## src/hdl/usbtc_pkg.sv

```systemverilog
// Functional notes
// - device pull-up needs module on and power
// - override set: pull-up follows its control bit
// - low session voltage drops pull-up automatically
// - host select engages both D+/D- pull-downs
// - override set: pull-downs follow bits 5, 4
// - token direction depends on device or host
// - full speed, or low speed in host only
// - 16 endpoints, 32 directions, all types
// - up to sixteen transfers queued without servicing
// - software role switch, shared paths both roles
package usbtc_pkg;

  // register byte offsets
  localparam logic [7:0] USB_CTRL_OFS = 8'h00;
  localparam logic [7:0] OTG_CTRL_OFS = 8'h04;
  localparam logic [7:0] STATUS_OFS = 8'h08;
  localparam logic [7:0] EP_ENABLE_OFS = 8'h0C;
  localparam logic [7:0] XFER_ARM_OFS = 8'h10;

  // usb_control_reg fields
  localparam int MODULE_ON_POS = 0;
  localparam int MODULE_POWER_POS = 1;
  localparam int HOST_ROLE_POS = 3;
  localparam int LOW_SPEED_POS = 4;
  localparam logic [31:0] USB_CTRL_MASK = 32'h0000_001B;

  // otg_control_reg fields
  localparam int OVERRIDE_POS = 2;
  localparam int DM_PULLDOWN_POS = 4;
  localparam int DP_PULLDOWN_POS = 5;
  localparam int DP_PULLUP_POS = 7;
  localparam logic [31:0] OTG_CTRL_MASK = 32'h0000_00B4;

  // status fields
  localparam int ST_SESSION_POS = 0;
  localparam int ST_PULLUP_POS = 1;
  localparam int ST_DP_PD_POS = 2;
  localparam int ST_DM_PD_POS = 3;
  localparam int ST_LOW_SPEED_POS = 4;
  localparam int ST_HOST_POS = 5;
  localparam int ST_FULL_POS = 6;
  localparam int ST_REFUSED_POS = 7;
  localparam int ST_COUNT_LSB = 8;
  localparam int ST_HEAD_VALID_POS = 13;

  // transfer arm fields
  localparam int ARM_EP_LSB = 0;
  localparam int ARM_RX_POS = 4;

  // reset values
  localparam logic [31:0] USB_CTRL_RST = 32'h0000_0000;
  localparam logic [31:0] OTG_CTRL_RST = 32'h0000_0000;
  localparam logic [31:0] EP_ENABLE_RST = 32'h0000_0000;

  // endpoint and queue sizes
  localparam int EP_NUM = 16;
  localparam int EP_W = 4;
  localparam int QUEUE_DEPTH = 16;
  localparam int QUEUE_AW = 4;
  localparam int QUEUE_CW = 5;

  // bus speeds in bits per second
  localparam int FULL_SPEED_BPS = 12000000;
  localparam int LOW_SPEED_BPS = 1500000;

  // token identifiers from the serial interface engine
  typedef enum logic [1:0]
  {
    USBTC_TOK_OUT = 2'h0,
    USBTC_TOK_IN = 2'h1,
    USBTC_TOK_SETUP = 2'h2
  } usbtc_pid_t;

endpackage : usbtc_pkg

```

## src/hdl/usbtc_xfer_queue.sv

```systemverilog
`timescale 1ns/1ps
// ring of pending endpoint transfers, served in arm order
module usbtc_xfer_queue
(
  input wire logic core_clk,
  input wire logic rst,
  input wire logic ce,
  input wire logic push,
  input wire logic [usbtc_pkg::EP_W-1:0] push_ep,
  input wire logic push_rx,
  input wire logic pop,
  output logic [usbtc_pkg::EP_W-1:0] head_ep,
  output logic head_rx,
  output logic head_valid,
  output logic full,
  output logic [usbtc_pkg::QUEUE_CW-1:0] count
);

  logic [usbtc_pkg::EP_W:0] mem_reg [usbtc_pkg::QUEUE_DEPTH];
  logic [usbtc_pkg::QUEUE_AW-1:0] wr_reg;
  logic [usbtc_pkg::QUEUE_AW-1:0] wr_next;
  logic [usbtc_pkg::QUEUE_AW-1:0] rd_reg;
  logic [usbtc_pkg::QUEUE_AW-1:0] rd_next;
  logic [usbtc_pkg::QUEUE_CW-1:0] cnt_reg;
  logic [usbtc_pkg::QUEUE_CW-1:0] cnt_next;
  logic do_push;
  logic do_pop;

  // a push into a full ring is dropped; pop of an empty one too
  always_comb
  begin
    do_push = push && !full;
    do_pop = pop && head_valid;
    wr_next = do_push ? wr_reg + 1'b1 : wr_reg;
    rd_next = do_pop ? rd_reg + 1'b1 : rd_reg;
    cnt_next = cnt_reg;
    if (do_push && !do_pop)
    begin
      cnt_next = cnt_reg + 1'b1;
    end
    else if (do_pop && !do_push)
    begin
      cnt_next = cnt_reg - 1'b1;
    end
  end

  // pointers and fill level
  always_ff @(posedge core_clk)
  begin
    if (rst)
    begin
      wr_reg <= '0;
      rd_reg <= '0;
      cnt_reg <= '0;
    end
    else if (ce)
    begin
      wr_reg <= wr_next;
      rd_reg <= rd_next;
      cnt_reg <= cnt_next;
    end
  end

  // storage needs no reset, entries are guarded by the count
  always_ff @(posedge core_clk)
  begin
    if (ce && do_push)
    begin
      mem_reg[wr_reg] <= {push_rx, push_ep};
    end
  end

  // sixteen pending transfers fit without software help
  assign full = (cnt_reg == usbtc_pkg::QUEUE_CW'(usbtc_pkg::QUEUE_DEPTH));
  assign head_valid = (cnt_reg != '0);
  assign count = cnt_reg;
  assign head_ep = mem_reg[rd_reg][usbtc_pkg::EP_W-1:0];
  assign head_rx = mem_reg[rd_reg][usbtc_pkg::EP_W];

endmodule : usbtc_xfer_queue

```

## src/hdl/usbtc_term_ctrl.sv

```systemverilog
`timescale 1ns/1ps
// termination, role, speed and transfer queue control behind wishbone
module usbtc_term_ctrl
(
  input wire logic core_clk,
  input wire logic rst,
  input wire logic ce,
  input wire logic wb_cyc_i,
  input wire logic wb_stb_i,
  input wire logic wb_we_i,
  input wire logic [7:0] wb_adr_i,
  input wire logic [3:0] wb_sel_i,
  input wire logic [31:0] wb_dat_i,
  output logic [31:0] wb_dat_o,
  output logic wb_ack_o,
  input wire logic vbus_session_valid,
  input wire logic tok_valid,
  input wire logic [1:0] tok_pid,
  input wire logic eng_xfer_done,
  output logic dplus_pullup_en,
  output logic dplus_pulldown_en,
  output logic dminus_pulldown_en,
  output logic host_mode,
  output logic low_speed_en,
  output logic tok_is_rx,
  output logic tok_is_tx,
  output logic xfer_valid,
  output logic [3:0] xfer_ep,
  output logic xfer_is_rx
);

  // byte-lane merge for a software write
  function automatic logic [31:0] lane_merge
  (
    input logic [31:0] old_val,
    input logic [31:0] new_val,
    input logic [3:0] sel
  );
    logic [31:0] res;
    res = old_val;
    for (int i = 0; i < 4; i++)
    begin
      if (sel[i])
      begin
        res[i*8 +: 8] = new_val[i*8 +: 8];
      end
    end
    return res;
  endfunction : lane_merge

  logic [31:0] usb_control_reg;
  logic [31:0] usb_control_next;
  logic [31:0] otg_control_reg;
  logic [31:0] otg_control_next;
  logic [31:0] ep_enable_reg;
  logic [31:0] ep_enable_next;
  logic refused_reg;
  logic refused_next;
  logic ack_reg;
  logic ack_next;
  logic [31:0] rdata_reg;
  logic [31:0] rdata_next;
  logic vbus_s1_reg;
  logic vbus_s2_reg;
  logic vbus_s3_reg;
  logic session_reg;
  logic session_next;
  logic pullup_reg;
  logic pullup_next;
  logic dp_pd_reg;
  logic dp_pd_next;
  logic dm_pd_reg;
  logic dm_pd_next;
  logic host_reg;
  logic host_next;
  logic ls_reg;
  logic ls_next;
  logic tok_rx_reg;
  logic tok_rx_next;
  logic tok_tx_reg;
  logic tok_tx_next;
  logic head_valid_reg;
  logic [3:0] head_ep_reg;
  logic head_rx_reg;
  logic req;
  logic wr_hit;
  logic arm_push;
  logic [3:0] arm_ep;
  logic arm_rx;
  logic arm_allowed;
  logic q_pop;
  logic [3:0] q_head_ep;
  logic q_head_rx;
  logic q_head_valid;
  logic q_full;
  logic [4:0] q_count;
  logic [31:0] status_word;
  logic override;

  // one access per cycle; ack drops the cycle after it rose
  always_comb
  begin
    req = wb_cyc_i && wb_stb_i && !ack_reg;
    wr_hit = req && wb_we_i;
    ack_next = req;
    arm_ep = wb_dat_i[usbtc_pkg::ARM_EP_LSB +: 4];
    arm_rx = wb_dat_i[usbtc_pkg::ARM_RX_POS];
    // rx directions sit in the low half, tx in the high half
    arm_allowed = ep_enable_reg[{!arm_rx, arm_ep}];
    arm_push = wr_hit && wb_sel_i[0]
      && (wb_adr_i == usbtc_pkg::XFER_ARM_OFS) && arm_allowed;
  end

  // status view of the live termination and queue state
  always_comb
  begin
    status_word = '0;
    status_word[usbtc_pkg::ST_SESSION_POS] = session_reg;
    status_word[usbtc_pkg::ST_PULLUP_POS] = pullup_reg;
    status_word[usbtc_pkg::ST_DP_PD_POS] = dp_pd_reg;
    status_word[usbtc_pkg::ST_DM_PD_POS] = dm_pd_reg;
    status_word[usbtc_pkg::ST_LOW_SPEED_POS] = ls_reg;
    status_word[usbtc_pkg::ST_HOST_POS] = host_reg;
    status_word[usbtc_pkg::ST_FULL_POS] = q_full;
    status_word[usbtc_pkg::ST_REFUSED_POS] = refused_reg;
    status_word[usbtc_pkg::ST_COUNT_LSB +: 5] = q_count;
    status_word[usbtc_pkg::ST_HEAD_VALID_POS] = q_head_valid;
  end

  // register writes, read mux and sticky refusal flag
  always_comb
  begin
    usb_control_next = usb_control_reg;
    otg_control_next = otg_control_reg;
    ep_enable_next = ep_enable_reg;
    refused_next = refused_reg;
    rdata_next = '0;
    if (wr_hit)
    begin
      unique case (wb_adr_i)
        usbtc_pkg::USB_CTRL_OFS:
        begin
          // role switch is plain software control
          usb_control_next = lane_merge(usb_control_reg, wb_dat_i,
            wb_sel_i) & usbtc_pkg::USB_CTRL_MASK;
        end
        usbtc_pkg::OTG_CTRL_OFS:
        begin
          otg_control_next = lane_merge(otg_control_reg, wb_dat_i,
            wb_sel_i) & usbtc_pkg::OTG_CTRL_MASK;
        end
        usbtc_pkg::EP_ENABLE_OFS:
        begin
          ep_enable_next = lane_merge(ep_enable_reg, wb_dat_i, wb_sel_i);
        end
        usbtc_pkg::STATUS_OFS:
        begin
          if (wb_sel_i[0] && wb_dat_i[usbtc_pkg::ST_REFUSED_POS])
          begin
            refused_next = 1'b0;
          end
        end
        default:
        begin
          // unmapped offsets are acked and dropped
        end
      endcase
    end
    else if (req)
    begin
      unique case (wb_adr_i)
        usbtc_pkg::USB_CTRL_OFS: rdata_next = usb_control_reg;
        usbtc_pkg::OTG_CTRL_OFS: rdata_next = otg_control_reg;
        usbtc_pkg::STATUS_OFS: rdata_next = status_word;
        usbtc_pkg::EP_ENABLE_OFS: rdata_next = ep_enable_reg;
        default: rdata_next = '0;
      endcase
    end
    // refusal on full or disabled endpoint beats a same-cycle clear
    if (wr_hit && wb_sel_i[0] && (wb_adr_i == usbtc_pkg::XFER_ARM_OFS)
      && (!arm_allowed || q_full))
    begin
      refused_next = 1'b1;
    end
  end

  // bus-facing registers
  always_ff @(posedge core_clk)
  begin
    if (rst)
    begin
      usb_control_reg <= usbtc_pkg::USB_CTRL_RST;
      otg_control_reg <= usbtc_pkg::OTG_CTRL_RST;
      ep_enable_reg <= usbtc_pkg::EP_ENABLE_RST;
      refused_reg <= 1'b0;
      ack_reg <= 1'b0;
      rdata_reg <= '0;
    end
    else if (ce)
    begin
      usb_control_reg <= usb_control_next;
      otg_control_reg <= otg_control_next;
      ep_enable_reg <= ep_enable_next;
      refused_reg <= refused_next;
      ack_reg <= ack_next;
      rdata_reg <= rdata_next;
    end
  end

  // comparator pin synchroniser; stage one feeds stage two only
  always_ff @(posedge core_clk)
  begin
    if (rst)
    begin
      vbus_s1_reg <= 1'b0;
      vbus_s2_reg <= 1'b0;
      vbus_s3_reg <= 1'b0;
    end
    else if (ce)
    begin
      vbus_s1_reg <= vbus_session_valid;
      vbus_s2_reg <= vbus_s1_reg;
      vbus_s3_reg <= vbus_s2_reg;
    end
  end

  // termination decode, registered so the pins never glitch
  always_comb
  begin
    override = otg_control_reg[usbtc_pkg::OVERRIDE_POS];
    session_next = (vbus_s2_reg == vbus_s3_reg) ? vbus_s2_reg : session_reg;
    host_next = usb_control_reg[usbtc_pkg::HOST_ROLE_POS];
    // low speed only honoured while acting as host
    ls_next = usb_control_reg[usbtc_pkg::LOW_SPEED_POS] && host_next;
    if (override)
    begin
      pullup_next = otg_control_reg[usbtc_pkg::DP_PULLUP_POS];
      dp_pd_next = otg_control_reg[usbtc_pkg::DP_PULLDOWN_POS];
      dm_pd_next = otg_control_reg[usbtc_pkg::DM_PULLDOWN_POS];
    end
    else
    begin
      // individual bits have no say without the override
      pullup_next = usb_control_reg[usbtc_pkg::MODULE_ON_POS]
        && usb_control_reg[usbtc_pkg::MODULE_POWER_POS]
        && !host_next;
      dp_pd_next = host_next;
      dm_pd_next = host_next;
    end
    // back-drive guard needs no firmware; hardware drops the pull-up
    if (!session_next)
    begin
      pullup_next = 1'b0;
    end
  end

  // token direction, in the controller's own rx/tx terms
  always_comb
  begin
    tok_rx_next = 1'b0;
    tok_tx_next = 1'b0;
    if (tok_valid)
    begin
      if (host_reg)
      begin
        tok_rx_next = (tok_pid == usbtc_pkg::USBTC_TOK_IN);
        tok_tx_next = (tok_pid == usbtc_pkg::USBTC_TOK_OUT)
          || (tok_pid == usbtc_pkg::USBTC_TOK_SETUP);
      end
      else
      begin
        tok_rx_next = (tok_pid == usbtc_pkg::USBTC_TOK_OUT)
          || (tok_pid == usbtc_pkg::USBTC_TOK_SETUP);
        tok_tx_next = (tok_pid == usbtc_pkg::USBTC_TOK_IN);
      end
    end
  end

  // line-facing state
  always_ff @(posedge core_clk)
  begin
    if (rst)
    begin
      session_reg <= 1'b0;
      pullup_reg <= 1'b0;
      dp_pd_reg <= 1'b0;
      dm_pd_reg <= 1'b0;
      host_reg <= 1'b0;
      ls_reg <= 1'b0;
      tok_rx_reg <= 1'b0;
      tok_tx_reg <= 1'b0;
      head_valid_reg <= 1'b0;
      head_ep_reg <= '0;
      head_rx_reg <= 1'b0;
    end
    else if (ce)
    begin
      session_reg <= session_next;
      pullup_reg <= pullup_next;
      dp_pd_reg <= dp_pd_next;
      dm_pd_reg <= dm_pd_next;
      host_reg <= host_next;
      ls_reg <= ls_next;
      tok_rx_reg <= tok_rx_next;
      tok_tx_reg <= tok_tx_next;
      head_valid_reg <= q_head_valid && !q_pop;
      // empty ring shows zero, never unwritten storage
      head_ep_reg <= q_head_valid ? q_head_ep : '0;
      head_rx_reg <= q_head_valid && q_head_rx;
    end
  end

  // the engine retires the head; one queue serves both roles
  assign q_pop = eng_xfer_done && head_valid_reg;

  usbtc_xfer_queue u_queue
  (
    .core_clk(core_clk),
    .rst(rst),
    .ce(ce),
    .push(arm_push),
    .push_ep(arm_ep),
    .push_rx(arm_rx),
    .pop(q_pop),
    .head_ep(q_head_ep),
    .head_rx(q_head_rx),
    .head_valid(q_head_valid),
    .full(q_full),
    .count(q_count)
  );

  assign wb_ack_o = ack_reg;
  assign wb_dat_o = rdata_reg;
  assign dplus_pullup_en = pullup_reg;
  assign dplus_pulldown_en = dp_pd_reg;
  assign dminus_pulldown_en = dm_pd_reg;
  assign host_mode = host_reg;
  assign low_speed_en = ls_reg;
  assign tok_is_rx = tok_rx_reg;
  assign tok_is_tx = tok_tx_reg;
  assign xfer_valid = head_valid_reg;
  assign xfer_ep = head_ep_reg;
  assign xfer_is_rx = head_rx_reg;

endmodule : usbtc_term_ctrl

```

## config.mk

```make
export PLATFORM = sky130hd
export DESIGN_NAME = usbtc_term_ctrl
export DESIGN_NICKNAME = d
export VERILOG_FILES = /design/src/hdl/usbtc_pkg.sv /design/src/hdl/usbtc_xfer_queue.sv /design/src/hdl/usbtc_term_ctrl.sv
export SDC_FILE = /design/constraint.sdc
export NUM_CORES = 1
export LEC_CHECK = 0
export CELL_PAD_IN_SITES_DETAIL_PLACEMENT = 1
export CELL_PAD_IN_SITES_GLOBAL_PLACEMENT = 2
export CORE_UTILIZATION = 43
export DETAILED_ROUTE_END_ITERATION = 12
export DONT_BUFFER_PORTS = 1
export PLACE_DENSITY = 0.84
export SYNTH_ARGS = -nofsm -noshare
export SYNTH_HDL_FRONTEND = slang
export SYNTH_SLANG_ARGS = --single-unit
```

## constraint.sdc

```tcl
create_clock -name core_clk -period 4.6 [get_ports core_clk]
set_input_delay 0.92 -clock core_clk [delete_from_list [all_inputs] [get_ports core_clk]]
set_output_delay 0.92 -clock core_clk [all_outputs]
set_load 0.01 [all_outputs]
```

==> impl_metrics.yaml <==
global_route:
  grt_pass1_vias: 5213
  grt_usage_pct: 21.3
  met1_usage_pct: 27.4
  grt_pass1_wl_um: 29300
  grt_max_degree: 108
  grt_use_met2_pct: 33.9
  grt-busiest-layer: "met2"
  grt_remaining_overflow: 0
  antenna_found_initial: 0
  gr-usage-met3_pct: 7.54
synth:
  synth-main-ff-cell: "dfxtp_1"
  yosys.area.top_type: "edfxtp_1"
  synthesis.nets: 692
  ys_types: 51
  synth-simple-area-share_pct: 11.7
  avgSynthCellArea_um2: 12.6
  ys_ff_latch: 188
  synth_top_family_by_area: "multiplexers"
  seq_area_frac_synth_pct: 57.8
  synth_edf_count: 80
  async_flop_share_pct: 0
  synth_compound_gate_area_share_pct: 7.45
  ys_top_cells_by_area: "edfxtp_1, dfxtp_1, mux4_2, mux2i_1, nor2_1"
  synthCells: 627
  synthMuxAreaShare_pct: 18.2
  yosys_warnings: 0
  synth_fa_ha_area_share_pct: 1.68
  synth_area_um2: 7900
  synth-xor-area-share_pct: 0.776
  synth_top_area_share_pct: 30.4
sta:
  rsz0062_at_grt: "false"
  worst_pin_slew_ps: 1030
  fin_skew_ps: 11.1
  report.final.slew_viol_count: 0
  setup_viol: 0
  clock.fmax_ghz: 0.268
  tns_ps: 0
  period_needed_ps: 3730
  period_share_pct: 81.0
  slew_headroom_pct: 31.1
  hold_viol_final: 0
min_path:
  hold_path_end: "refused_reg"
  min_path_type: "reg -> reg"
  whs_path_depth: 2
  min_from: "refused_reg"
clocking:
  cts_tree: "done"
  clock_latency_ps: 430
  clk_pin_slew_ps: 70
  htreeDepth: 4
  post-cts-setup-buffers: 0
  root_buffer: "clkbuf_16"
  cts_buffers: 17
  cts-resized-gates: 0
  hold_buffers: 0
  clk_path_buf_depth: 2
  clkSinkCount: 188
placed_design:
  place_congestion: 0.832
  placement.io_buffers: 0
  hpwl_um: 13400
  dp_cells: 824
setup_path:
  path_max_fanout: 34
  r2r_start: "ep_enable_reg[2]"
  critical_path_required_ps: 4970
  timing.reg2reg.setup_slack_ps: 1010
  path_class: "in -> reg"
  reg2regPathDepth: 13
  worstReg2RegEnd: "u_queue.count[4]"
  endpoint_kind: "register"
  start_kind: "primary input"
  arrival_ps: 4090
power:
  power.density_nw_per_um2: 389
  p_leak_uw: 0.00328
  power.ir.vdd_worst_uv: 265
drt:
  first_iter_violations: 229
  wl_per_cell_um: 22.4
  vias_per_cell: 5.91
  dr.pass1.iters: 5
  wirelength_um: 19100
  route.detailed.drc: 0
  antenna_left: 0
  vias: 5055
final_layout:
  antenna_cells: 0
  final_cells: 856
  layout_commonest_cell: "dfxtp_1"
  final_cell_mix: "dfxtp_1, nor2_1, edfxtp_1, mux2i_1, a22oi_1"
  drive_above_1_share_pct: 13.2
  area_growth_pct: 9.98
  largest_register_ffs: 80
  nets: 679
floorplan:
  die_h_um: 138
  core_um2: 18000
  start_util_pct: 44.0
  io_pins: 101
  rows: 49
  die-area_um2: 18900
  die_w_um: 138
job:
  maxCapViolations: 0
status:
  run_status: "finished, final reports clean"
[power by group]
group	leakage [uW]	switching [uW]	internal [uW]
Clock	0.000306	649	946
Combinational	0.00139	20.7	18.0
Sequential	0.00159	3.85	1740
[cell usage after synthesis, drive strengths merged, types with 17 or more instances]
cell,count
a21oi,25
mux2,17
mux2i,57
nor2,93
edfxtp,80
mux4,30
nand3,17
nand2,27
clkbuf,26
a22oi,32
dfxtp,108
and3,19
[cells by family after synthesis]
family                     after synthesis
muxes                                  104
buffers and inverters                   42
DFF                                    188
AOI/OAI and AO/OA                       85
adders and majority gates               10
and+or+nand+nor                        191
xor gates and xnor gates                 7
[final cells by class]
type	instances	area, um^2
Multi-Input combinational cell	397	3140
Clock inverter	13	185
Timing Repair Buffer	4	30.0
Inverter	6	22.5
Tap cell	229	287
Fill cell	1824	9280
Clock buffer	19	454
Sequential cell	188	4560
[per-layer routing]
layer  vias to the layer above  wire length, um
met5                         -                0
met3                        18             1440
li1                       2304                -
met2                       155             9150
met1                      2578             8360
met4                         0              180
[stage by stage]
| stage | setup WS [ps] | instance area (um^2) | power (uW) | hold WS (ps) | utilization (%) |
|---|---|---|---|---|---|
| after floorplan | 568 | 7900 | 1830 | 442 | - |
| after global placement | 528 | 8050 | 1820 | 458 | 44.8 |
| after detailed placement | 460 | 8050 | 1820 | 463 | 44.8 |
| after CTS | 914 | 8690 | 3400 | 472 | 48.4 |
| after global routing | 704 | 8690 | 3460 | 527 | 48.4 |
| final | 872 | 8690 | 3380 | 485 | 48.4 |
[worst max path at each step]
stage / from / end / slack [ps] / depth (start not counted)
after floorplan: wb_dat_i[2] / u_queue.count[4] / 570 / 13
after global placement: wb_adr_i[7] / u_queue.count[4] / 530 / 11
after detailed placement: wb_dat_i[1] / u_queue.count[4] / 460 / 13
after CTS: wb_dat_i[1] / u_queue.count[4] / 910 / 13
after global routing: wb_dat_i[1] / u_queue.count[4] / 700 / 13
final: wb_dat_i[1] / u_queue.count[4] / 870 / 13
[worst max-delay path: stages]
cell      delay (ps)
mux2i_1          120
mux4_2           500
a32o_1           380
nor3_1           240
nor4bb_1         250
ha_1             240
inv_1            110
fa_1             420
a21o_1           170
a21oi_1          170
xnor2_1           90
or3_1            310
a21oi_1          150
No activity file was read; power rests on OpenSTA's default activity.
